File: src/inc/area_decoder_pkg.sv
// constants, register map and wait-code decoding for the chip-select area decoder
// Functional notes
// RL1: four areas plus default, own width/waits
// RL2: pin drives select only when function bit set
// RL3: compare address each cycle, apply area settings
// RL4: start register gives A23..A16, rest zero
// RL5: mask bit one excludes address bit from compare
// RL6: area 0 mask covers A20..A8
// RL7: area 1 mask covers A21..A8
// RL8: areas 2, 3 mask cover A22..A15
// RL9: start and mask registers reset to all ones
// RL10: after reset only area 2, whole space
// RL11: unmatched addresses use default-region settings
// RL12: overlap or whole space: lowest area wins
// RL13: software aligns start to area size
// RL14: external wait request extends bus cycles
// RL15: three-bit wait code table, 100 reserved
// RL16: bit 3 selects 16-bit or 8-bit bus
// RL17: bit 7 enables area decoding
// RL18: select held low through whole cycle
package area_decoder_pkg;
    localparam int NUM_AREAS = 4;
    localparam int ADDR_W = 24;
    localparam int START_LOW_W = 16;
    localparam int WB_ADR_W = 10;

    // ****************************************
    // register indices, byte address is four times the index
    // ****************************************
    localparam logic [7:0] IDX_START [NUM_AREAS] = '{8'hC8, 8'hCA, 8'hCC, 8'hCE};
    localparam logic [7:0] IDX_MASK [NUM_AREAS] = '{8'hC9, 8'hCB, 8'hCD, 8'hCF};
    localparam logic [7:0] IDX_CTRL [NUM_AREAS] = '{8'hC0, 8'hC1, 8'hC2, 8'hC3};
    localparam logic [7:0] IDX_DEFAULT_CTRL = 8'hC7;
    localparam logic [7:0] IDX_PORT6_FUNC = 8'hD0;
    localparam logic [7:0] IDX_STATUS = 8'hD1;
    localparam logic [7:0] IDX_PORT6_DATA = 8'hD2;

    // ****************************************
    // reset values
    // ****************************************
    localparam logic [7:0] START_RST = 8'hFF;
    localparam logic [7:0] MASK_RST = 8'hFF;
    localparam logic [7:0] CTRL_RST [NUM_AREAS] = '{8'h00, 8'h00, 8'h80, 8'h00};
    localparam logic [3:0] DEFAULT_CTRL_RST = 4'h0;
    localparam logic [3:0] PORT6_FUNC_RST = 4'h0;
    localparam logic [3:0] PORT6_DATA_RST = 4'hF;

    // ****************************************
    // control fields
    // ****************************************
    localparam int CTRL_EN_BIT = 7;
    localparam int CTRL_WHOLE_BIT = 6;
    localparam int CTRL_WIDTH_BIT = 3;
    localparam int WHOLE_AREA = 2;

    // internal resources that whole-space mode leaves out
    localparam logic [23:0] INTERNAL_IO_LAST = 24'h000FDF;
    localparam logic [23:0] INTERNAL_RAM_FIRST = 24'h001000;
    localparam logic [23:0] INTERNAL_RAM_LAST = 24'h002FFF;

    // ****************************************
    // wait codes
    // ****************************************
    localparam logic [2:0] WAIT_TWO = 3'h0;
    localparam logic [2:0] WAIT_ONE = 3'h1;
    localparam logic [2:0] WAIT_ONE_EXT = 3'h2;
    localparam logic [2:0] WAIT_ZERO = 3'h3;
    localparam logic [2:0] WAIT_RSVD = 3'h4;
    localparam logic [2:0] WAIT_THREE = 3'h5;
    localparam logic [2:0] WAIT_FOUR = 3'h6;
    localparam logic [2:0] WAIT_EIGHT = 3'h7;

    // RL15 wait code table
    function automatic logic [3:0] wait_count(input logic [2:0] code);
        case (code)
            WAIT_ONE, WAIT_ONE_EXT: wait_count = 4'h1;
            WAIT_ZERO: wait_count = 4'h0;
            WAIT_THREE: wait_count = 4'h3;
            WAIT_FOUR: wait_count = 4'h4;
            WAIT_EIGHT: wait_count = 4'h8;
            default: wait_count = 4'h2; // reserved code behaves as two waits
        endcase
    endfunction

    // lowest-numbered set bit, picks the area control settings latched at cycle start
    function automatic logic [1:0] first_index(input logic [3:0] hits);
        if (hits[0]) begin
            first_index = 2'h0;
        end else if (hits[1]) begin
            first_index = 2'h1;
        end else if (hits[2]) begin
            first_index = 2'h2;
        end else begin
            first_index = 2'h3;
        end
    endfunction
endpackage

File: src/inc/wait_seq_if.sv
// handshake between bus-cycle control and the wait-state sequencer
`timescale 1ns/1ps
`default_nettype none
interface wait_seq_if;
    logic start;
    logic [2:0] wait_code;
    logic ext_wait_n;
    logic done;
    logic busy;
    modport ctl (output start, output wait_code, output ext_wait_n, input done, input busy);
    modport seq (input start, input wait_code, input ext_wait_n, output done, output busy);
endinterface
`default_nettype wire

File: src/rtl/area_match.sv
// address compare for one chip-select area
`timescale 1ns/1ps
`default_nettype none
module area_match import area_decoder_pkg::*; #(
    parameter int AREA = 0
) (
    input wire logic [23:0] addr_i,
    input wire logic [7:0] start_i,
    input wire logic [7:0] mask_i,
    input wire logic enable_i,
    input wire logic whole_space_i,
    output logic hit_o
);
    // ones mark address bits left out of the compare
    function automatic logic [23:0] ignore_bits(input logic [7:0] m);
        logic [23:0] ign;
        ign = 24'h000000;
        if (AREA == 0) begin
            // RL6 area 0 mask layout
            ign[20:15] = m[7:2];
            ign[14:9] = {6{m[1]}};
            ign[8] = m[0];
            ign[7:0] = 8'hFF;
        end else if (AREA == 1) begin
            // RL7 area 1 mask layout
            ign[21:16] = m[7:2];
            ign[15:9] = {7{m[1]}};
            ign[8] = m[0];
            ign[7:0] = 8'hFF;
        end else begin
            // RL8 areas 2, 3 layout
            ign[22:15] = m;
            ign[14:0] = 15'h7FFF;
        end
        ignore_bits = ign;
    endfunction

    // RL4 start on 64K boundary
    wire [23:0] start_full = {start_i, {START_LOW_W{1'b0}}};
    // RL5 masked bits ignored
    wire range_hit = ((addr_i ^ start_full) & ~ignore_bits(mask_i)) == 24'h000000;
    wire in_internal = (addr_i <= INTERNAL_IO_LAST) ||
        ((addr_i >= INTERNAL_RAM_FIRST) && (addr_i <= INTERNAL_RAM_LAST));
    // RL17 master enable gates decode
    assign hit_o = enable_i && (whole_space_i ? !in_internal : range_hit);
endmodule
`default_nettype wire

File: src/rtl/wait_sequencer.sv
// counts wait states of one bus cycle and honours the external wait request
`timescale 1ns/1ps
`default_nettype none
module wait_sequencer import area_decoder_pkg::*; (
    input wire logic ref_clk_i,
    input wire logic rstn_i,
    wait_seq_if.seq sq
);
    typedef enum {SEQ_IDLE, SEQ_COUNT, SEQ_EXT} seq_state_e;
    seq_state_e state_q;
    logic [3:0] cnt_q;
    logic ext_q;
    logic done_q;

    wire cnt_zero = cnt_q == 4'h0;
    assign sq.done = done_q;
    assign sq.busy = state_q != SEQ_IDLE;

    always_ff @(posedge ref_clk_i) begin
        if (!rstn_i) begin
            state_q <= SEQ_IDLE;
            cnt_q <= 4'h0;
            ext_q <= 1'b0;
            done_q <= 1'b0;
        end else begin
            done_q <= 1'b0;
            case (state_q)
                SEQ_IDLE: begin
                    if (sq.start) begin
                        // RL15 load wait count
                        cnt_q <= wait_count(sq.wait_code);
                        ext_q <= sq.wait_code == WAIT_ONE_EXT;
                        state_q <= SEQ_COUNT;
                    end
                end
                SEQ_COUNT: begin
                    if (!cnt_zero) begin
                        cnt_q <= cnt_q - 4'h1;
                    end else if (ext_q && !sq.ext_wait_n) begin
                        // RL14 external wait extends
                        state_q <= SEQ_EXT;
                    end else begin
                        done_q <= 1'b1;
                        state_q <= SEQ_IDLE;
                    end
                end
                SEQ_EXT: begin
                    if (sq.ext_wait_n) begin
                        done_q <= 1'b1;
                        state_q <= SEQ_IDLE;
                    end
                end
                default: state_q <= SEQ_IDLE;
            endcase
        end
    end
endmodule
`default_nettype wire

File: src/rtl/chip_select_area_decoder.sv
// chip-select area decoder: register file, area decode and bus-cycle control
//
// Implementation choice: the Wishbone slave port.
`timescale 1ns/1ps
`default_nettype none
module chip_select_area_decoder import area_decoder_pkg::*; (
    input wire logic ref_clk_i,
    input wire logic rstn_i,
    input wire logic wb_cyc_i,
    input wire logic wb_stb_i,
    input wire logic wb_we_i,
    input wire logic [WB_ADR_W-1:0] wb_adr_i,
    input wire logic [3:0] wb_sel_i,
    input wire logic [31:0] wb_dat_i,
    output logic [31:0] wb_dat_o,
    output logic wb_ack_o,
    input wire logic bus_req_i,
    input wire logic [23:0] bus_addr_i,
    input wire logic ext_wait_n_i,
    output logic area0_select_n_o,
    output logic area1_select_n_o,
    output logic area2_select_n_o,
    output logic area3_select_n_o,
    output logic bus_width8_o,
    output logic bus_busy_o,
    output logic bus_done_o
);
    // ****************************************
    // register bus
    // ****************************************
    logic ack_q;
    logic [31:0] dat_q;
    logic [7:0] start_q [NUM_AREAS];
    logic [7:0] mask_q [NUM_AREAS];
    logic [7:0] ctrl_q [NUM_AREAS];
    logic [3:0] default_ctrl_q;
    logic [3:0] port6_func_q;
    logic [3:0] port6_data_q;

    wire [7:0] reg_idx = wb_adr_i[9:2];
    wire bus_req = wb_cyc_i && wb_stb_i;
    // write lands on the edge where the master sees ack
    wire wr_en = bus_req && wb_we_i && ack_q && wb_sel_i[0];
    wire rd_take = bus_req && !ack_q;
    wire [7:0] wr_byte = wb_dat_i[7:0];

    always_ff @(posedge ref_clk_i) begin
        if (!rstn_i) begin
            ack_q <= 1'b0;
        end else begin
            ack_q <= rd_take;
        end
    end

    // RL9 start and mask reset
    // RL10 only area 2 after reset
    always_ff @(posedge ref_clk_i) begin
        if (!rstn_i) begin
            for (int i = 0; i < NUM_AREAS; i++) begin
                start_q[i] <= START_RST;
                mask_q[i] <= MASK_RST;
                ctrl_q[i] <= CTRL_RST[i];
            end
        end else if (wr_en) begin
            for (int i = 0; i < NUM_AREAS; i++) begin
                if (reg_idx == IDX_START[i]) begin
                    start_q[i] <= wr_byte;
                end
                if (reg_idx == IDX_MASK[i]) begin
                    mask_q[i] <= wr_byte;
                end
                if (reg_idx == IDX_CTRL[i]) begin
                    ctrl_q[i] <= wr_byte;
                end
            end
        end
    end

    always_ff @(posedge ref_clk_i) begin
        if (!rstn_i) begin
            default_ctrl_q <= DEFAULT_CTRL_RST;
            port6_func_q <= PORT6_FUNC_RST;
            port6_data_q <= PORT6_DATA_RST;
        end else if (wr_en) begin
            if (reg_idx == IDX_DEFAULT_CTRL) begin
                default_ctrl_q <= wr_byte[3:0];
            end
            if (reg_idx == IDX_PORT6_FUNC) begin
                port6_func_q <= wr_byte[3:0];
            end
            if (reg_idx == IDX_PORT6_DATA) begin
                port6_data_q <= wr_byte[3:0];
            end
        end
    end

    // ****************************************
    // read selection
    // ****************************************
    logic [7:0] status_byte;
    wire [7:0] area_rd [NUM_AREAS];
    wire [7:0] area_rd_or [NUM_AREAS+1];
    assign area_rd_or[0] = 8'h00;

    genvar g;
    generate
        for (g = 0; g < NUM_AREAS; g++) begin : g_rd
            assign area_rd[g] = ({8{reg_idx == IDX_START[g]}} & start_q[g]) |
                ({8{reg_idx == IDX_MASK[g]}} & mask_q[g]) |
                ({8{reg_idx == IDX_CTRL[g]}} & ctrl_q[g]);
            assign area_rd_or[g+1] = area_rd_or[g] | area_rd[g];
        end
    endgenerate

    // unmapped indices read as zero
    wire [7:0] rd_byte = area_rd_or[NUM_AREAS] |
        ({8{reg_idx == IDX_DEFAULT_CTRL}} & {4'h0, default_ctrl_q}) |
        ({8{reg_idx == IDX_PORT6_FUNC}} & {4'h0, port6_func_q}) |
        ({8{reg_idx == IDX_PORT6_DATA}} & {4'h0, port6_data_q}) |
        ({8{reg_idx == IDX_STATUS}} & status_byte);

    always_ff @(posedge ref_clk_i) begin
        if (!rstn_i) begin
            dat_q <= 32'h00000000;
        end else if (rd_take) begin
            dat_q <= {24'h000000, rd_byte};
        end
    end

    assign wb_ack_o = ack_q;
    assign wb_dat_o = dat_q;

    // ****************************************
    // area decode
    // ****************************************
    logic [NUM_AREAS-1:0] hits;
    logic [NUM_AREAS-1:0] win;

    generate
        for (g = 0; g < NUM_AREAS; g++) begin : g_area
            // RL3 per-area address compare
            area_match #(.AREA(g)) u_match (
                .addr_i(bus_addr_i),
                .start_i(start_q[g]),
                .mask_i(mask_q[g]),
                .enable_i(ctrl_q[g][CTRL_EN_BIT]),
                .whole_space_i((g == WHOLE_AREA) && !ctrl_q[g][CTRL_WHOLE_BIT]),
                .hit_o(hits[g])
            );
            // RL12 lowest area wins
            if (g == 0) begin : g_first
                assign win[g] = hits[g];
            end else begin : g_rest
                assign win[g] = hits[g] && !(|hits[g-1:0]);
            end
        end
    endgenerate

    wire any_hit = |hits;
    wire [1:0] win_idx = first_index(hits);
    // RL1 per-region settings
    // RL11 default region when unmatched
    wire [3:0] region_ctrl = any_hit ? ctrl_q[win_idx][3:0] : default_ctrl_q;

    // ****************************************
    // bus cycle control
    // ****************************************
    wait_seq_if sq ();
    logic seq_start_q;
    logic [2:0] code_q;
    logic active_q;
    logic width8_q;
    logic done_q;
    logic default_used_q;
    logic [NUM_AREAS-1:0] sel_n_q;
    logic [NUM_AREAS-1:0] last_win_q;
    logic [NUM_AREAS-1:0] pin_q;

    // new cycles are refused while one is running
    wire cycle_start = bus_req_i && !active_q;

    wait_sequencer u_seq (
        .ref_clk_i(ref_clk_i),
        .rstn_i(rstn_i),
        .sq(sq.seq)
    );

    assign sq.start = seq_start_q;
    assign sq.wait_code = code_q;
    // RL14 external wait request
    assign sq.ext_wait_n = ext_wait_n_i;

    // RL18 select held through waits
    wire [NUM_AREAS-1:0] sel_n_d = cycle_start ? ~win :
        (sq.done ? {NUM_AREAS{1'b1}} : sel_n_q);

    always_ff @(posedge ref_clk_i) begin
        if (!rstn_i) begin
            seq_start_q <= 1'b0;
            code_q <= WAIT_TWO;
            active_q <= 1'b0;
            width8_q <= 1'b0;
            done_q <= 1'b0;
            default_used_q <= 1'b0;
            sel_n_q <= {NUM_AREAS{1'b1}};
            last_win_q <= {NUM_AREAS{1'b0}};
        end else begin
            seq_start_q <= cycle_start;
            done_q <= sq.done;
            sel_n_q <= sel_n_d;
            if (cycle_start) begin
                active_q <= 1'b1;
                code_q <= region_ctrl[2:0];
                // RL16 width bit, one means 8-bit
                width8_q <= region_ctrl[CTRL_WIDTH_BIT];
                last_win_q <= win;
                default_used_q <= !any_hit;
            end else if (sq.done) begin
                active_q <= 1'b0;
            end
        end
    end

    // ****************************************
    // port 6 pins
    // ****************************************
    // pins follow the next select value so they change with the cycle, not a clock later
    always_ff @(posedge ref_clk_i) begin
        if (!rstn_i) begin
            pin_q <= PORT6_DATA_RST;
        end else begin
            for (int i = 0; i < NUM_AREAS; i++) begin
                // RL2 function bit picks select
                pin_q[i] <= port6_func_q[i] ? sel_n_d[i] : port6_data_q[i];
            end
        end
    end

    assign area0_select_n_o = pin_q[0];
    assign area1_select_n_o = pin_q[1];
    assign area2_select_n_o = pin_q[2];
    assign area3_select_n_o = pin_q[3];
    assign bus_width8_o = width8_q;
    assign bus_busy_o = active_q;
    assign bus_done_o = done_q;

    // status: last winner, default use, activity, width
    assign status_byte = {1'b0, width8_q, active_q, default_used_q, last_win_q};
endmodule
`default_nettype wire

File: config.mk
export PLATFORM = sky130hd
export DESIGN_NAME = chip_select_area_decoder
export DESIGN_NICKNAME = d
export VERILOG_FILES = /design/src/inc/area_decoder_pkg.sv /design/src/inc/wait_seq_if.sv /design/src/rtl/area_match.sv /design/src/rtl/wait_sequencer.sv /design/src/rtl/chip_select_area_decoder.sv
export SDC_FILE = /design/constraint.sdc
export NUM_CORES = 1
export LEC_CHECK = 0
export BUFFER_PORTS_ARGS = -buffer_cell sky130_fd_sc_hd__clkbuf_2
export CELL_PAD_IN_SITES_DETAIL_PLACEMENT = 2
export CELL_PAD_IN_SITES_GLOBAL_PLACEMENT = 2
export CORE_MARGIN = 2
export CORE_UTILIZATION = 37
export CTS_CLUSTER_DIAMETER = 40
export CTS_CLUSTER_SIZE = 24
export DETAILED_ROUTE_END_ITERATION = 8
export PLACE_DENSITY = 0.91
export SYNTH_ARGS = -nofsm -noshare
export SYNTH_HDL_FRONTEND = slang
export SYNTH_SLANG_ARGS = --single-unit
File: constraint.sdc
create_clock -name ref_clk_i -period 3.7 [get_ports ref_clk_i]
set_clock_uncertainty 0.15 [all_clocks]
set_input_delay 0.74 -clock ref_clk_i [delete_from_list [all_inputs] [get_ports ref_clk_i]]
set_output_delay 0.74 -clock ref_clk_i [all_outputs]
set_load 0.02 [all_outputs]
# == Yosys cells after proc, flatten, opt, wreduce, memory -nomap -nowiden ==
# Memories as Yosys holds them, arrays and structs flattened.
# Cells that the tools add are included.
# op_classes
n_eq_ne,28
magnitude_cmp,3
n_reduce_logical,42
bitwise,56
n_mux,87
addsub,1
# op_table
cell,n
"8-bit equality test, second input constant",16
8-bit bitwise OR,15
24-bit bitwise AND,4
8-bit bitwise AND,12
24-bit logical NOT,4
32-bit two-way mux,3
8-bit two-way mux,12
32-bit case mux with 3 select lines,1
24-bit XOR,4
1-bit two-way mux,60
23-bit inverter with 24-bit output,2
"32-bit by 1-bit equality test with 1-bit output, second input constant",1
"32-bit by 2-bit equality test with 1-bit output, second input constant",1
32-bit logical NOT,1
8-bit by 4-bit bitwise AND with 8-bit output,3
"24-bit by 13-bit greater-or-equal comparator with 1-bit output, second input constant",1
"24-bit by 12-bit <= comparator with 1-bit output, second input constant",1
"24-bit by 14-bit <= comparator with 1-bit output, second input constant",1
21-bit inverter with 24-bit output,1
22-bit inverter with 24-bit output,1
4-bit two-way mux,5
4-bit case mux with 5 select lines,1
1-bit logical AND,15
1-bit bitwise OR,12
20 further kinds,40
# totals
ramBits,96
output_inout_bits,40
register_bits,79
inputBits,77
n_memories,3
elab_cells,238
# memory_table
memory,words,word_bits,read_ports,rd_ports_with_merged_regs,write_ports,line,text
ctrl_q,4,8,5,0,4,chip_select_area_decoder.sv:35,logic [7:0] ctrl_q [NUM_AREAS];
mask_q,4,8,4,0,4,chip_select_area_decoder.sv:34,logic [7:0] mask_q [NUM_AREAS];
start_q,4,8,4,0,4,chip_select_area_decoder.sv:33,logic [7:0] start_q [NUM_AREAS];

# == Logic depth before layout (Yosys ltp) ==
# depth
ltp_word,12
mapped_depth,10
mapped_depth_nobuf,8

# == Hierarchy ==
# Synthesis repeated with hierarchy kept, for this count alone.
# hier_totals
hier_cells,794
hier_area_um2,8139.1
# by_module_without_submodules
module,n_inst,cells_each,seq_area_each_um2,area_per_inst_um2
chip_select_area_decoder,1,622,3703.6,6764.0
wait_sequencer,1,67,160.2,576.8
area_match (g_area[2].u_match ...),2,23,0.0,188.9
area_match (g_area[0].u_match),1,31,0.0,212.7
area_match (g_area[1].u_match),1,28,0.0,207.7

# == Worst setup path before layout ==
# Ideal clock, no wire load.
# synth_path
kind,input -> register
start,input wb_adr_i[6]
end,"memory start_q[2][0], enable pin"
setup_slack_ps,853
setup_ps,384
path_buffers,1
t_required_ps,3166
cell_stages,5
arrival_ps,2313
cell_sequence,nor4bb_1 -> and3_1 -> clkbuf_1 -> nand2_1 -> o21ai_0
# synth_rtl
element,line,text
"start, declared",chip_select_area_decoder.sv:12,"input wire logic [WB_ADR_W-1:0] wb_adr_i,"
"end, declared",chip_select_area_decoder.sv:33,

# == Worst setup path in the final report ==
# layout_path
start,input bus_addr_i[17]
end,register pin_q[3]
# layout_via
elab_chain_cells,12
elab_cells_between_ends,29
# layout_rtl
element,line,text
"start, declared",chip_select_area_decoder.sv:18,"input wire logic [23:0] bus_addr_i,"
24-bit by 13-bit greater-or-equal comparator with 1-bit output or 24-bit by 14-bit <= comparator with 1-bit output (tied branches),-,
1-bit logical AND,-,
1-bit logical OR,-,
1-bit logical NOT,-,
1-bit two-way mux,area_match.sv:45,assign hit_o = enable_i && (whole_space_i ? !in_internal : range_hit);
1-bit logical AND,area_match.sv:45,
3-bit OR reduction,chip_select_area_decoder.sv:154,assign win[g] = hits[g] && !(|hits[g-1:0]);
1-bit logical NOT,chip_select_area_decoder.sv:154,
1-bit logical AND *,chip_select_area_decoder.sv:154,
4-bit inverter *,chip_select_area_decoder.sv:194,wire [NUM_AREAS-1:0] sel_n_d = cycle_start ? ~win :
4-bit two-way mux *,chip_select_area_decoder.sv:194,
1-bit two-way mux *,chip_select_area_decoder.sv:234,pin_q[i] <= port6_func_q[i] ? sel_n_d[i] : port6_data_q[i];
"end signal, assigned by index",chip_select_area_decoder.sv:234,
"end, declared",chip_select_area_decoder.sv:177,logic [NUM_AREAS-1:0] pin_q;
# Every way passes the cells marked *; elsewhere a longest branch is shown, timed or not.
# A chain may end at the register's enable or synchronous reset.

==> results.yml <==
status:
  status: "finished, final reports clean"
synthesis:
  synth_cells: 715
  yosysWarnings: 0
  synth_area_sq_um: 7610
  synth-edff-count: 96
  async_reset_ff_frac: 0
  synth_area_per_cell_sq_um: 10.6
  synth_seq_cells: 145
  synth_ff_type: "edfxtp_1"
  yosysSeqAreaShare: 0.508
  synth_cell_types: 69
placement:
  portBuffers: 58
  dp.final_hpwl_mm: 20.8
  finalWeightedCongestion: 0.922
floorplanning:
  die_h_microns: 147
  std_cell_rows: 52
  die_x_microns: 147
  die-area_sq_um: 21700
  core-area_sq_um: 20200
  start_util: 0.376
  num_io_pins: 117
detailed_routing:
  wl_met1_mm: 11.5
  drc: 0
  first_pass_iters: 5
  top_layer: "met4"
  final_antenna_net_count: 0
  vias_per_cell: 6.14
  wl_mm: 29.9
  vias: 6509
  wl_per_cell_microns: 28.2
  first_iter_violations: 580
  met3_length_mm: 2.29
  wl_met2_mm: 14.8
clock_network:
  cts_setup_buffers: 0
  cts_buffers: 17
  holdBufCountCts: 0
  cts.repair.resized: 0
  htree_levels: 4
  cts_tree: "built"
  cts_sinks: 145
  root_buffer: "clkbuf_16"
  cts.path.max_buffers: 2
  clk_latency_ps: 440
  cts.clk_slew.worst_paths_ps: 60
global_routing:
  antenna_found_initial: 0
  grt.overflow.total: 0
  grt.total_usage: 0.283
  grt_pass1_vias: 7071
  grt_max_degree: 56
  grt_pass1_wl_mm: 45.4
worst_hold_path:
  worstHoldPathType: "flip-flop to flip-flop"
power:
  vdd_drop_max_mv: 0.333
  pwr_density_cell_nw_per_um2: 452
  leakage_nw: 2.84
layout:
  finish.utilization: 0.433
  final_common_cell: "edfxtp_1"
  fillCellCount: 2091
  area_growth_syn_to_layout_pct: 15.0
  layout_common_cells: "edfxtp_1, clkbuf_2, or3_1, nand2_1, dfxtp_1"
  layout-drive-gt1-share: 0.187
  num_antenna_cells: 0
  fin_nets: 858
timing:
  fmax_mhz: 325
  slew_headroom: 0.384
  setup_viol: 0
  worst_pin_slew_ps: 925
  grt_setup_unrepaired: "false"
  fin_setup_tns_ps: 0
  final_hold_viol_count: 0
  slew_violations: 0
  period_minus_slack_ps: 3070
  period_share: 0.830
critical_path:
  worstSetupPathType: "primary input to flip-flop"
  startpoint_type: "primary input"
  cp-end-kind: "flip-flop"
  cp.required_ps: 3830
  r2r_slack_ps: 800
  worstPathMaxFanout: 5
  worst_ep_arrival_time_ps: 3200
job:
  drv_cap: 0
## cell usage after synthesis, types with 11 or more instances
| cell type | instances | area [sq um] |
|---|---|---|
| o21ai_0 | 28 | 140 |
| buf_2 | 11 | 55.1 |
| mux2i_1 | 12 | 120 |
| inv_1 | 19 | 71.3 |
| o22ai_1 | 11 | 68.8 |
| and2_1 | 35 | 219 |
| xnor2_1 | 30 | 263 |
| clkbuf_1 | 30 | 113 |
| dfxtp_1 | 49 | 981 |
| edfxtp_1 | 96 | 2880 |
| nand2b_1 | 25 | 156 |
| or3_1 | 50 | 313 |
| nand2_1 | 49 | 184 |
| nor2_1 | 31 | 116 |
| nor3_1 | 15 | 75.1 |
| buf_4 | 24 | 180 |
| a22oi_1 | 34 | 255 |
| nand3_1 | 14 | 70.1 |
## final timing paths
| check | from | endpoint | cells past startpoint |
|---|---|---|---|
| setup reg to reg | ctrl_q[2][6] | pin_q[3] | 6 |
| hold / removal | u_seq.ext_q | u_seq.ext_q | 2 |
| setup / recovery | bus_addr_i[17] | pin_q[3] | 7 |
| hold reg to reg | u_seq.ext_q | u_seq.ext_q | 2 |
## final cells by class
type / count / area, sq um / area share
Clock buffer: 18 / 429 / 0.0490
Inverter: 19 / 71.3 / 0.00815
Timing Repair Buffer: 92 / 546 / 0.0623
Clock inverter: 14 / 164 / 0.0187
Multi-Input combinational cell: 502 / 3340 / 0.382
Sequential cell: 145 / 3860 / 0.441
Tap cell: 270 / 338 / 0.0386
## report_power, final
part           leakage, nW  internal [W]  total (W)  switching [W]
clock                0.279       0.00106    0.00181       0.000750
combinational         1.37      0.000114   0.000368       0.000254
sequential            1.19       0.00175    0.00178      0.0000293
total                 2.84       0.00293    0.00396        0.00103
## through the flow
step	hold slack [ps]	area (sq um)	std cells	setup WS [ps]	power [W]
floorplan	286	7690	738	853	0.00205
global placement	301	8160	1028	641	0.00215
detailed placement	318	8160	1028	415	0.00217
CTS	327	8750	1060	766	0.00396
global route	359	8750	1060	538	0.00406
finish	329	8750	1060	627	0.00396
## layer usage
layer	vias to the layer above	GRT usage
met4	0	0.131
met1	3330	0.333
li1	2741	-
met5	-	0
met3	97	0.0698
met2	341	0.490
## flip-flops by register name, summed over array words and instances, names as in the netlist, 2 cells and up
register and cells:
code_q 3, ctrl_q 32, default_ctrl_q 4, last_win_q 4
mask_q 32, pin_q 4, port6_data_q 4, port6_func_q 4
sel_n_q 4, start_q 32, u_seq.cnt_q 4, u_seq.state_q 2
wb_dat_o 8
## cell families (layout without fill, tap and decap cells)
family	Yosys count	count (layout)	share of synthesized area
muxes	21	21	0.0350
adders and majority gates	4	4	0.00658
AOI/OAI and AO/OA	149	149	0.138
xor gates and xnor gates	32	32	0.0388
and+or+nand+nor	272	272	0.209
buffers and inverters	91	143	0.0645
other	1	24	0.000493
DFF	145	145	0.508
## worst max-delay path: stages
cell      delay (ps)
clkbuf_2         210
nor4_1           650
nand4_1          190
o21ai_0          360
o21ai_1          220
nor4b_1          600
o311ai_1         230
No activity file was read; power rests on OpenSTA's default activity.
